### src/hdl/qdc_defines.svh
// Constants of the quad DAC command decoder: frame layout, codes, defaults.
// Assumes inclusion by its bare name from the package and the design files.
`ifndef QDC_DEFINES_SVH
`define QDC_DEFINES_SVH

// =====================================================================
// Frame layout
`define QDC_FRAME_BITS   5'd24
`define QDC_CNT_OVER     5'd25
`define QDC_BIT_RW       23
`define QDC_BIT_ZERO     22
`define QDC_TYPE_HI      21
`define QDC_TYPE_LO      19
`define QDC_CHAN_HI      18
`define QDC_CHAN_LO      16

// =====================================================================
// Register type and channel codes
`define QDC_TYPE_FUNC    3'h0
`define QDC_TYPE_DATA    3'h2
`define QDC_TYPE_CGAIN   3'h3
`define QDC_TYPE_FGAIN   3'h4
`define QDC_TYPE_OFFS    3'h5
`define QDC_CHAN_ALL     3'h4
`define QDC_FN_NOP       3'h0
`define QDC_FN_CTRL      3'h1
`define QDC_FN_CLEAR     3'h4
`define QDC_FN_LOAD      3'h5

// =====================================================================
// Function control bit positions
`define QDC_FC_GND_ADJ   5
`define QDC_FC_DIR1      4
`define QDC_FC_VAL1      3
`define QDC_FC_DIR0      2
`define QDC_FC_VAL0      1
`define QDC_FC_SDO_DIS   0

// =====================================================================
// Reset values and field widths
`define QDC_FC_RESET     6'h00
`define QDC_CLEAR_CODE   16'h0000
`define QDC_CG_W         2
`define QDC_FG_W         6
`define QDC_OF_W         8

`endif

### src/hdl/qdc_pkg.sv
// Types shared by the quad DAC command decoder and its channel bank.
// Assumes qdc_defines.svh is on the include path.
`include "qdc_defines.svh"

package qdc_pkg;

  // ===================================================================
  // Per-channel register bank state
  typedef struct packed {
    logic [3:0][15:0]          in_r;
    logic [3:0][15:0]          dac;
    logic [3:0][`QDC_CG_W-1:0] cg;
    logic [3:0][`QDC_FG_W-1:0] fg;
    logic [3:0][`QDC_OF_W-1:0] ofs;
    logic [15:0]               rdata;
  } qdc_bank_t;

  // ===================================================================
  // Decoder state
  typedef struct packed {
    logic        sclk_s1;
    logic        sclk_s2;
    logic        sclk_s3;
    logic        frm_s1;
    logic        frm_s2;
    logic        frm_s3;
    logic        sdin_s1;
    logic        sdin_s2;
    logic        load_strobe_n_s1;
    logic        load_strobe_n_s2;
    logic        load_strobe_n_s3;
    logic        clr_s1;
    logic        clr_s2;
    logic        clr_s3;
    logic [1:0]  pin_s1;
    logic [1:0]  pin_s2;
    logic [23:0] shift;
    logic [4:0]  cnt;
    logic [23:0] out_sh;
    logic        rd_pend;
    logic [7:0]  rd_hdr;
    logic [5:0]  fc;
    logic        serial_out;
    logic        sdo_oe;
    logic        wr;
    logic [2:0]  wr_type;
    logic [3:0]  wr_mask;
    logic [15:0] wr_data;
    logic        direct;
    logic        load_all;
    logic        clear_all;
  } qdc_dec_t;

endpackage

### src/hdl/qdc_bank_if.sv
// Carrier between the command decoder and the channel register bank.
// Assumes both ends share one clock.
interface qdc_bank_if;
  logic             wr;
  logic [2:0]       wr_type;
  logic [3:0]       wr_mask;
  logic [15:0]      wr_data;
  logic             direct;
  logic             load_all;
  logic             clear_all;
  logic [2:0]       rd_type;
  logic [1:0]       rd_chan;
  logic [15:0]      rd_data;
  logic [3:0][15:0] dac_code;

  modport ctrl (
    output wr, wr_type, wr_mask, wr_data, direct, load_all, clear_all,
    output rd_type, rd_chan,
    input  rd_data, dac_code
  );
  modport bank (
    input  wr, wr_type, wr_mask, wr_data, direct, load_all, clear_all,
    input  rd_type, rd_chan,
    output rd_data, dac_code
  );
endinterface

### src/hdl/qdc_bank.sv
// Channel register bank: input, DAC, gain and offset words of four channels.
// Assumes one-cycle command pulses from the decoder on the same clock.
`include "qdc_defines.svh"

module qdc_bank (
  // Clock and reset
  input  wire logic i_clk,
  input  wire logic i_sys_rst,
  // Decoder side
  qdc_bank_if.bank  bus
);
  import qdc_pkg::*;

  qdc_bank_t q;
  qdc_bank_t d;

  assign bus.rd_data  = q.rdata;
  assign bus.dac_code = q.dac;

  // ===================================================================
  // Next state
  always_comb begin
    d = q;
    for (int c = 0; c < 4; c++) begin
      if (bus.wr && bus.wr_mask[c]) begin
        case (bus.wr_type)
          `QDC_TYPE_DATA: begin
            d.in_r[c] = bus.wr_data;
            if (bus.direct) begin
              d.dac[c] = bus.wr_data;
            end
          end
          `QDC_TYPE_CGAIN: d.cg[c]  = bus.wr_data[`QDC_CG_W-1:0];
          `QDC_TYPE_FGAIN: d.fg[c]  = bus.wr_data[`QDC_FG_W-1:0];
          `QDC_TYPE_OFFS:  d.ofs[c] = bus.wr_data[`QDC_OF_W-1:0];
          default: ;
        endcase
      end
      if (bus.load_all) begin
        d.dac[c] = d.in_r[c];
      end
      // Clear wins over a load in the same cycle
      if (bus.clear_all) begin
        d.in_r[c] = `QDC_CLEAR_CODE;
        d.dac[c]  = `QDC_CLEAR_CODE;
      end
    end
    case (bus.rd_type)
      `QDC_TYPE_DATA:  d.rdata = q.in_r[bus.rd_chan];
      `QDC_TYPE_CGAIN: d.rdata = {14'h0000, q.cg[bus.rd_chan]};
      `QDC_TYPE_FGAIN: d.rdata = {10'h000, q.fg[bus.rd_chan]};
      `QDC_TYPE_OFFS:  d.rdata = {8'h00, q.ofs[bus.rd_chan]};
      default:         d.rdata = 16'h0000;
    endcase
  end

  always_ff @(posedge i_clk or posedge i_sys_rst) begin
    if (i_sys_rst) begin
      q <= '0;
    end else begin
      q <= d;
    end
  end

endmodule

### src/hdl/qdc_decoder.sv
// Quad DAC serial command decoder: frame capture, function register,
// auxiliary pins, readback shifter and update control.
// Assumes all pins are asynchronous to i_clk, serial clock much slower.
`include "qdc_defines.svh"

module qdc_decoder (
  // Clock and reset
  input  wire logic                  i_clk,
  input  wire logic                  i_sys_rst,
  // Serial link
  input  wire logic                  i_sclk,
  input  wire logic                  i_frame_n,
  input  wire logic                  i_sdin,
  output logic                       o_serial_out,
  output logic                       o_serial_out_oe,
  // Update pins
  input  wire logic                  i_load_strobe_n,
  input  wire logic                  i_clear_n,
  // Auxiliary pins
  input  wire logic                  i_aux_io_pin0,
  output logic                       o_aux_io_pin0,
  output logic                       o_aux_io_pin0_oe,
  input  wire logic                  i_aux_io_pin1,
  output logic                       o_aux_io_pin1,
  output logic                       o_aux_io_pin1_oe,
  // Analog side controls
  output logic                       o_gnd_offset_adj,
  output logic [3:0][15:0]           o_dac_code
);
  import qdc_pkg::*;

  qdc_dec_t   q;
  qdc_dec_t   d;
  qdc_bank_if bank_bus ();

  // ===================================================================
  // Channel bank
  qdc_bank u_bank (
    .i_clk     (i_clk),
    .i_sys_rst (i_sys_rst),
    .bus       (bank_bus.bank)
  );

  assign bank_bus.wr        = q.wr;
  assign bank_bus.wr_type   = q.wr_type;
  assign bank_bus.wr_mask   = q.wr_mask;
  assign bank_bus.wr_data   = q.wr_data;
  assign bank_bus.direct    = q.direct;
  assign bank_bus.load_all  = q.load_all;
  assign bank_bus.clear_all = q.clear_all;
  assign bank_bus.rd_type   = q.rd_hdr[5:3];
  assign bank_bus.rd_chan   = q.rd_hdr[1:0];

  // ===================================================================
  // Outputs
  assign o_serial_out     = q.serial_out;
  assign o_serial_out_oe  = q.sdo_oe;
  assign o_aux_io_pin0    = q.fc[`QDC_FC_VAL0];
  assign o_aux_io_pin0_oe = q.fc[`QDC_FC_DIR0];
  assign o_aux_io_pin1    = q.fc[`QDC_FC_VAL1];
  assign o_aux_io_pin1_oe = q.fc[`QDC_FC_DIR1];
  assign o_gnd_offset_adj = q.fc[`QDC_FC_GND_ADJ];
  assign o_dac_code       = bank_bus.dac_code;

  // ===================================================================
  // Decode helpers
  logic        sclk_fall;
  logic        sclk_rise;
  logic        frm_fall;
  logic        frm_rise;
  logic        frm_low;
  logic        load_strobe_n_fall;
  logic        clr_fall;
  logic        word_ok;
  logic [2:0]  w_type;
  logic [2:0]  w_chan;
  logic [15:0] w_data;
  logic [3:0]  w_mask;
  logic [15:0] fc_rb;
  logic [15:0] rb_data;

  assign sclk_fall = q.sclk_s3 & ~q.sclk_s2;
  assign sclk_rise = ~q.sclk_s3 & q.sclk_s2;
  assign frm_fall  = q.frm_s3 & ~q.frm_s2;
  assign frm_rise  = ~q.frm_s3 & q.frm_s2;
  assign frm_low   = ~q.frm_s2;
  assign load_strobe_n_fall = q.load_strobe_n_s3 & ~q.load_strobe_n_s2;
  assign clr_fall  = q.clr_s3 & ~q.clr_s2;

  // Only a word of exactly 24 edges with bit 22 clear is acted on
  assign word_ok = (q.cnt == `QDC_FRAME_BITS) &&
                   !q.shift[`QDC_BIT_ZERO];
  assign w_type  = q.shift[`QDC_TYPE_HI:`QDC_TYPE_LO];
  assign w_chan  = q.shift[`QDC_CHAN_HI:`QDC_CHAN_LO];
  assign w_data  = q.shift[15:0];

  always_comb begin
    case (w_chan)
      3'h0:          w_mask = 4'h1;
      3'h1:          w_mask = 4'h2;
      3'h2:          w_mask = 4'h4;
      3'h3:          w_mask = 4'h8;
      `QDC_CHAN_ALL: w_mask = 4'hf;
      default:       w_mask = 4'h0;
    endcase
  end

  // Input pins report the live level, output pins the written value
  assign fc_rb = {10'h000,
                  q.fc[`QDC_FC_GND_ADJ],
                  q.fc[`QDC_FC_DIR1],
                  q.fc[`QDC_FC_DIR1] ? q.fc[`QDC_FC_VAL1] : q.pin_s2[1],
                  q.fc[`QDC_FC_DIR0],
                  q.fc[`QDC_FC_DIR0] ? q.fc[`QDC_FC_VAL0] : q.pin_s2[0],
                  q.fc[`QDC_FC_SDO_DIS]};

  always_comb begin
    if (q.rd_hdr[5:3] == `QDC_TYPE_FUNC) begin
      rb_data = (q.rd_hdr[2:0] == `QDC_FN_CTRL) ? fc_rb : 16'h0000;
    end else if (q.rd_hdr[2]) begin
      // A read of all channels at once names no single word
      rb_data = 16'h0000;
    end else begin
      rb_data = bank_bus.rd_data;
    end
  end

  // ===================================================================
  // Next state
  always_comb begin
    d = q;
    d.sclk_s1   = i_sclk;
    d.sclk_s2   = q.sclk_s1;
    d.sclk_s3   = q.sclk_s2;
    d.frm_s1    = i_frame_n;
    d.frm_s2    = q.frm_s1;
    d.frm_s3    = q.frm_s2;
    d.sdin_s1   = i_sdin;
    d.sdin_s2   = q.sdin_s1;
    d.load_strobe_n_s1   = i_load_strobe_n;
    d.load_strobe_n_s2   = q.load_strobe_n_s1;
    d.load_strobe_n_s3   = q.load_strobe_n_s2;
    d.clr_s1    = i_clear_n;
    d.clr_s2    = q.clr_s1;
    d.clr_s3    = q.clr_s2;
    d.pin_s1    = {i_aux_io_pin1, i_aux_io_pin0};
    d.pin_s2    = q.pin_s1;
    d.wr        = 1'b0;
    d.load_all  = 1'b0;
    d.clear_all = 1'b0;

    // Frame start: count restarts, pending readback is loaded
    if (frm_fall) begin
      d.cnt    = 5'd0;
      d.out_sh = q.rd_pend ? {q.rd_hdr, rb_data} : 24'h000000;
      d.rd_pend = 1'b0;
    end else if (frm_low) begin
      if (sclk_fall) begin
        d.shift = {q.shift[22:0], q.sdin_s2};
        if (q.cnt != `QDC_CNT_OVER) begin
          d.cnt = q.cnt + 5'd1;
        end
      end
      // Change on rising edges so the host samples a settled bit
      if (sclk_rise && q.cnt != 5'd0) begin
        d.out_sh = {q.out_sh[22:0], 1'b0};
      end
    end

    // Frame end: act on a valid word
    if (frm_rise && word_ok) begin
      if (q.shift[`QDC_BIT_RW]) begin
        d.rd_pend = 1'b1;
        d.rd_hdr  = q.shift[23:16];
      end else if (w_type == `QDC_TYPE_FUNC) begin
        case (w_chan)
          `QDC_FN_NOP: ;
          `QDC_FN_CTRL: begin
            d.fc[`QDC_FC_GND_ADJ] = w_data[`QDC_FC_GND_ADJ];
            d.fc[`QDC_FC_DIR1]    = w_data[`QDC_FC_DIR1];
            d.fc[`QDC_FC_DIR0]    = w_data[`QDC_FC_DIR0];
            if (w_data[`QDC_FC_DIR1]) begin
              d.fc[`QDC_FC_VAL1] = w_data[`QDC_FC_VAL1];
            end
            if (w_data[`QDC_FC_DIR0]) begin
              d.fc[`QDC_FC_VAL0] = w_data[`QDC_FC_VAL0];
            end
            d.fc[`QDC_FC_SDO_DIS] = w_data[`QDC_FC_SDO_DIS];
          end
          `QDC_FN_CLEAR: d.clear_all = 1'b1;
          `QDC_FN_LOAD:  d.load_all  = 1'b1;
          default: ;
        endcase
      end else if (w_type >= `QDC_TYPE_DATA &&
                   w_type <= `QDC_TYPE_OFFS) begin
        d.wr      = 1'b1;
        d.wr_type = w_type;
        d.wr_mask = w_mask;
        d.wr_data = w_data;
        d.direct  = ~q.load_strobe_n_s2;
      end
    end

    if (load_strobe_n_fall) begin
      d.load_all = 1'b1;
    end
    if (clr_fall) begin
      d.clear_all = 1'b1;
    end

    d.serial_out    = d.out_sh[23];
    d.sdo_oe = ~q.frm_s2 & ~q.fc[`QDC_FC_SDO_DIS];
  end

  // ===================================================================
  // State register; frame, load and clear pins idle high so their syncs reset high
  always_ff @(posedge i_clk or posedge i_sys_rst) begin
    if (i_sys_rst) begin
      q         <= '0;
      q.frm_s1  <= 1'b1;
      q.frm_s2  <= 1'b1;
      q.frm_s3  <= 1'b1;
      q.load_strobe_n_s1 <= 1'b1;
      q.load_strobe_n_s2 <= 1'b1;
      q.load_strobe_n_s3 <= 1'b1;
      q.clr_s1  <= 1'b1;
      q.clr_s2  <= 1'b1;
      q.clr_s3  <= 1'b1;
      q.cnt     <= `QDC_CNT_OVER;
      q.fc      <= `QDC_FC_RESET;
    end else begin
      q <= d;
    end
  end

endmodule

### config.mk
export PLATFORM = sky130hd
export DESIGN_NAME = qdc_decoder
export DESIGN_NICKNAME = d
export VERILOG_FILES = /design/src/hdl/qdc_pkg.sv /design/src/hdl/qdc_bank_if.sv /design/src/hdl/qdc_bank.sv /design/src/hdl/qdc_decoder.sv
export VERILOG_INCLUDE_DIRS = /design/src /design/src/hdl
export SDC_FILE = /design/constraint.sdc
export NUM_CORES = 1
export LEC_CHECK = 0
export BUFFER_PORTS_ARGS = -buffer_cell sky130_fd_sc_hd__buf_2
export CORE_MARGIN = 1
export CORE_UTILIZATION = 41
export CTS_CLUSTER_SIZE = 10
export DETAILED_ROUTE_END_ITERATION = 16
export GPL_ROUTABILITY_DRIVEN = 0
export PLACE_DENSITY = 0.6
export RECOVER_POWER = 100
export SYNTH_ARGS = -nofsm -noshare
export SYNTH_HDL_FRONTEND = slang
export SYNTH_SLANG_ARGS = --single-unit
### constraint.sdc
create_clock -name i_clk -period 26.7 [get_ports i_clk]
set_input_delay 5.34 -clock i_clk [delete_from_list [all_inputs] [get_ports i_clk]]
set_output_delay 5.34 -clock i_clk [all_outputs]
set_load 0.005 [all_outputs]
==> results.yml <==
outcome:
  status: "finished, violations left"
  violations: "max-capacitance violations, max-slew violations"
synth:
  ys_ff_latch: 322
  synth_largest_area_cell: "dfrtp_1"
  seq_area_frac_synth_pct: 56.2
  post_synth.cell_area_avg_sq_um: 10.8
  synth_top_area_share_pct: 54.0
  synth_area_leaders: "dfrtp_1 (54%), mux2_2 (7.8%), nand2_1 (5.1%), buf_4 (3.4%), mux2i_1 (3.3%)"
  syn-num-nets: 1338
  synth_cell_types: 53
  syn_area_sq_um: 14400
  yosys_warnings: 0
  syn_inst: 1326
  ys.flop_type: "dfrtp_1"
  ys_async_sr_fraction_pct: 100
  synth-edff-count: 0
setup_path:
  cp.required_ns: 25.49
  worstPathArrival_ns: 8.96
  cp_cell_sequence: "buf_2 > clkinvlp_2"
  endpoint_kind: "async pin"
  cpMaxStageDelayCell: "clkinvlp_2"
  crit_path_max_fanout: 138
  crit_type: "in2async"
  path_buf_inv: 2
  worst_setup_path_start_kind: "input port"
  cp_top_family: "buffers and inverters"
  cp_slowest_stage_delay_ns: 3.33
grt:
  grt_usage_pct: 20.8
  grt_pass1_wl_um: 57700
  grt_max_degree: 186
  grt_overflow: 0
  antenna_found_initial: 0
  grt_pass1_vias: 9879
floorplanning:
  rows: 68
  initial_utilization_pct: 41.6
  ioPinCount: 80
  fp.dieH_um: 189
  dieArea_sq_um: 35800
  fp.dieW_um: 189
  coreArea_sq_um: 34500
layout:
  design_area_sq_um: 15700
  n_antenna_cell: 0
  drive_above_1_share_pct: 18.2
  utilization_pct: 45.3
  areaGrowthSynthToFinish_pct: 9.01
  instances_no_fill: 1772
  n_fill_cell: 3271
  layout.nets: 1310
clock_tree:
  tritoncts: "done"
  clk_pin_slew_worst_paths_ns: 0.05
  clkLatencyLatePin_ns: 0.53
  cts_made_buffers: 38
  cts_resized: 0
  cts_max_level: 2
  cts_hold_buffers: 0
  cts_setup_buffers: 0
  root_buffer: "clkbuf_16"
  clockBufferDepth: 3
  clock-sinks: 322
detailed_routing:
  ant_nets: 0
  drc: 0
  vias: 9895
  drt_iter0_markers: 787
  dr.pass1.iters: 5
  wl_per_cell_um: 20.7
  vias_per_cell: 5.58
  wl_um: 36700
placement:
  dp.cells: 1713
  port_buffers: 79
  placed_cell_area_sq_um: 14700
  post-dp-hpwl_um: 22900
sta:
  finalSetupViolCount: 0
  slew_viol_final: 188
  rsz0062_at_grt: "false"
  hold_viol: 0
  fin_crit_sh_pct: 38.1
  setup-tns-final_ns: 0
  skew_ns: 0.0160
  relSlewSlack_pct: -309
  worstMarginPinSlew_ns: 6.11
  clock.fmax_mhz: 98.3
  period_minus_slack_ns: 10.17
power_and_ir_drop:
  finalPower_w: 0.00105
  vdd_drop_max_v: 0.0000474
  power.density_nw_per_um2: 67.3
  p_leak_nw: 7.12
flow_run:
  maxCapViolCount: 4
min_path:
  hold_path.class: "reg2reg"
metal layers:
layer  track usage (%)  part of all wire [%]  up-vias
met1              28.7                    45     5048
met5                 0                     0        -
li1                  -                     -     4503
met3              3.11                   4.5       69
met2              33.0                    47      275
met4              8.62                   3.7        0
per-stage QoR:
step,worst slack [ns],hold slack [ns]
after global placement,19.51,0.333
after CTS,20.04,0.347
after detailed placement,19.50,0.339
after floorplan,12.47,0.331
after global routing,15.26,0.356
final,16.53,0.343
synthesized netlist by cell type (19+ instances only):
| master | instances |
|---|---|
| dfrtp_1 | 310 |
| clkbuf_1 | 82 |
| nor3_1 | 47 |
| a221oi_1 | 26 |
| a22oi_1 | 22 |
| o22ai_1 | 51 |
| buf_4 | 65 |
| nand3_1 | 19 |
| nand2_1 | 197 |
| mux2_2 | 100 |
| a21oi_1 | 64 |
| nor2_1 | 122 |
| mux2i_1 | 48 |
sequential cells by signal, summed over array words and instances, names as in the netlist:
register	count
bank_bus.rd_chan	2
o_aux_io_pin1	1
o_gnd_offset_adj	1
q	64
bank_bus.wr_type	3
bank_bus.direct	1
fc_rb	1
o_aux_io_pin1_oe	1
bank_bus.wr_mask	4
bank_bus.wr	1
u_bank.q	128
bank_bus.clear_all	1
u_bank.bus.rd_data	16
bank_bus.rd_type	3
bank_bus.load_all	1
bank_bus.wr_data	16
o_aux_io_pin0	1
d	11
o_serial_out_oe	1
u_bank.bus.dac_code	64
o_aux_io_pin0_oe	1
worst reg2reg max path, delay by kind of cell, from the launching register on:
kind	cells	cell delay (ns)
DFF	1	0.70
buffers and inverters	1	0.58
and+or+nand+nor	2	1.85
AOI/OAI and AO/OA	1	0.18
logic make-up (layout without fill, tap and decap cells):
logic type	after synthesis	in the layout	share of synthesized area [%]
mux	164	164	13.7
compound gates	216	216	9.87
xor+xnor	7	7	0.427
fa+ha+maj	3	3	0.261
buf+inv	178	169	6.42
simple gates	436	436	13.1
flops	322	322	56.2
where the power goes:
| part | switching [W] | internal (W) | total [W] |
|---|---|---|---|
| clock network | 0.000194 | 0.000271 | 0.000465 |
| registers | 0.0000165 | 0.000511 | 0.000527 |
| logic | 0.0000374 | 0.0000237 | 0.0000611 |
| total | 0.000248 | 0.000805 | 0.00105 |
path summary, 6_finish.rpt:
path | from | to | slack [ns] | cells past startpoint
min | d[97] | q[97] | 0.34 | 0
min in group asynchronous | i_sys_rst | u_bank.q[19] | 6.70 | 2
max | i_sys_rst | bank_bus.clear_all | 16.53 | 2
max in group i_clk | u_bank.bus.dac_code[49] | o_dac_code[49] | 20.25 | 1
max reg2reg | d[109] | bank_bus.wr_mask[0] | 23.26 | 4
min reg2reg | d[97] | q[97] | 0.34 | 0
cell type report:
class	count	area (sq um)	area share [%]
multi-input combinational	826	5400	34.4
timing repair buffer	97	483	3.08
tap	455	569	3.64
clock inverter	2	32.5	0.208
sequential	322	8080	51.6
clock buffer	57	1050	6.73
inverter	13	50.0	0.320
layout by cell type (no fill, tap or decap), types with 3 or more instances in the layout:
master,n
a221oi_1,26
clkbuf_16,39
nor2_1,122
nor4_1,3
nor3_1,47
a31oi_1,5
and2_0,9
clkbuf_1,55
xor2_1,3
nand2_1,197
a21oi_1,64
a311oi_1,3
a22oi_1,22
dfstp_1,4
dfrtp_1,308
o21ai_0,13
o22ai_1,51
nand3_1,19
xnor2_1,4
o21bai_1,16
inv_1,12
mux4_2,16
buf_2,46
nand2b_1,4
a31o_2,3
buf_4,12
dfstp_2,8
nor2b_1,8
mux2i_1,48
mux2_2,100
and3_1,6
ha_1,3
o2111ai_1,3
Note: power is estimated with default switching activity, not from simulation.
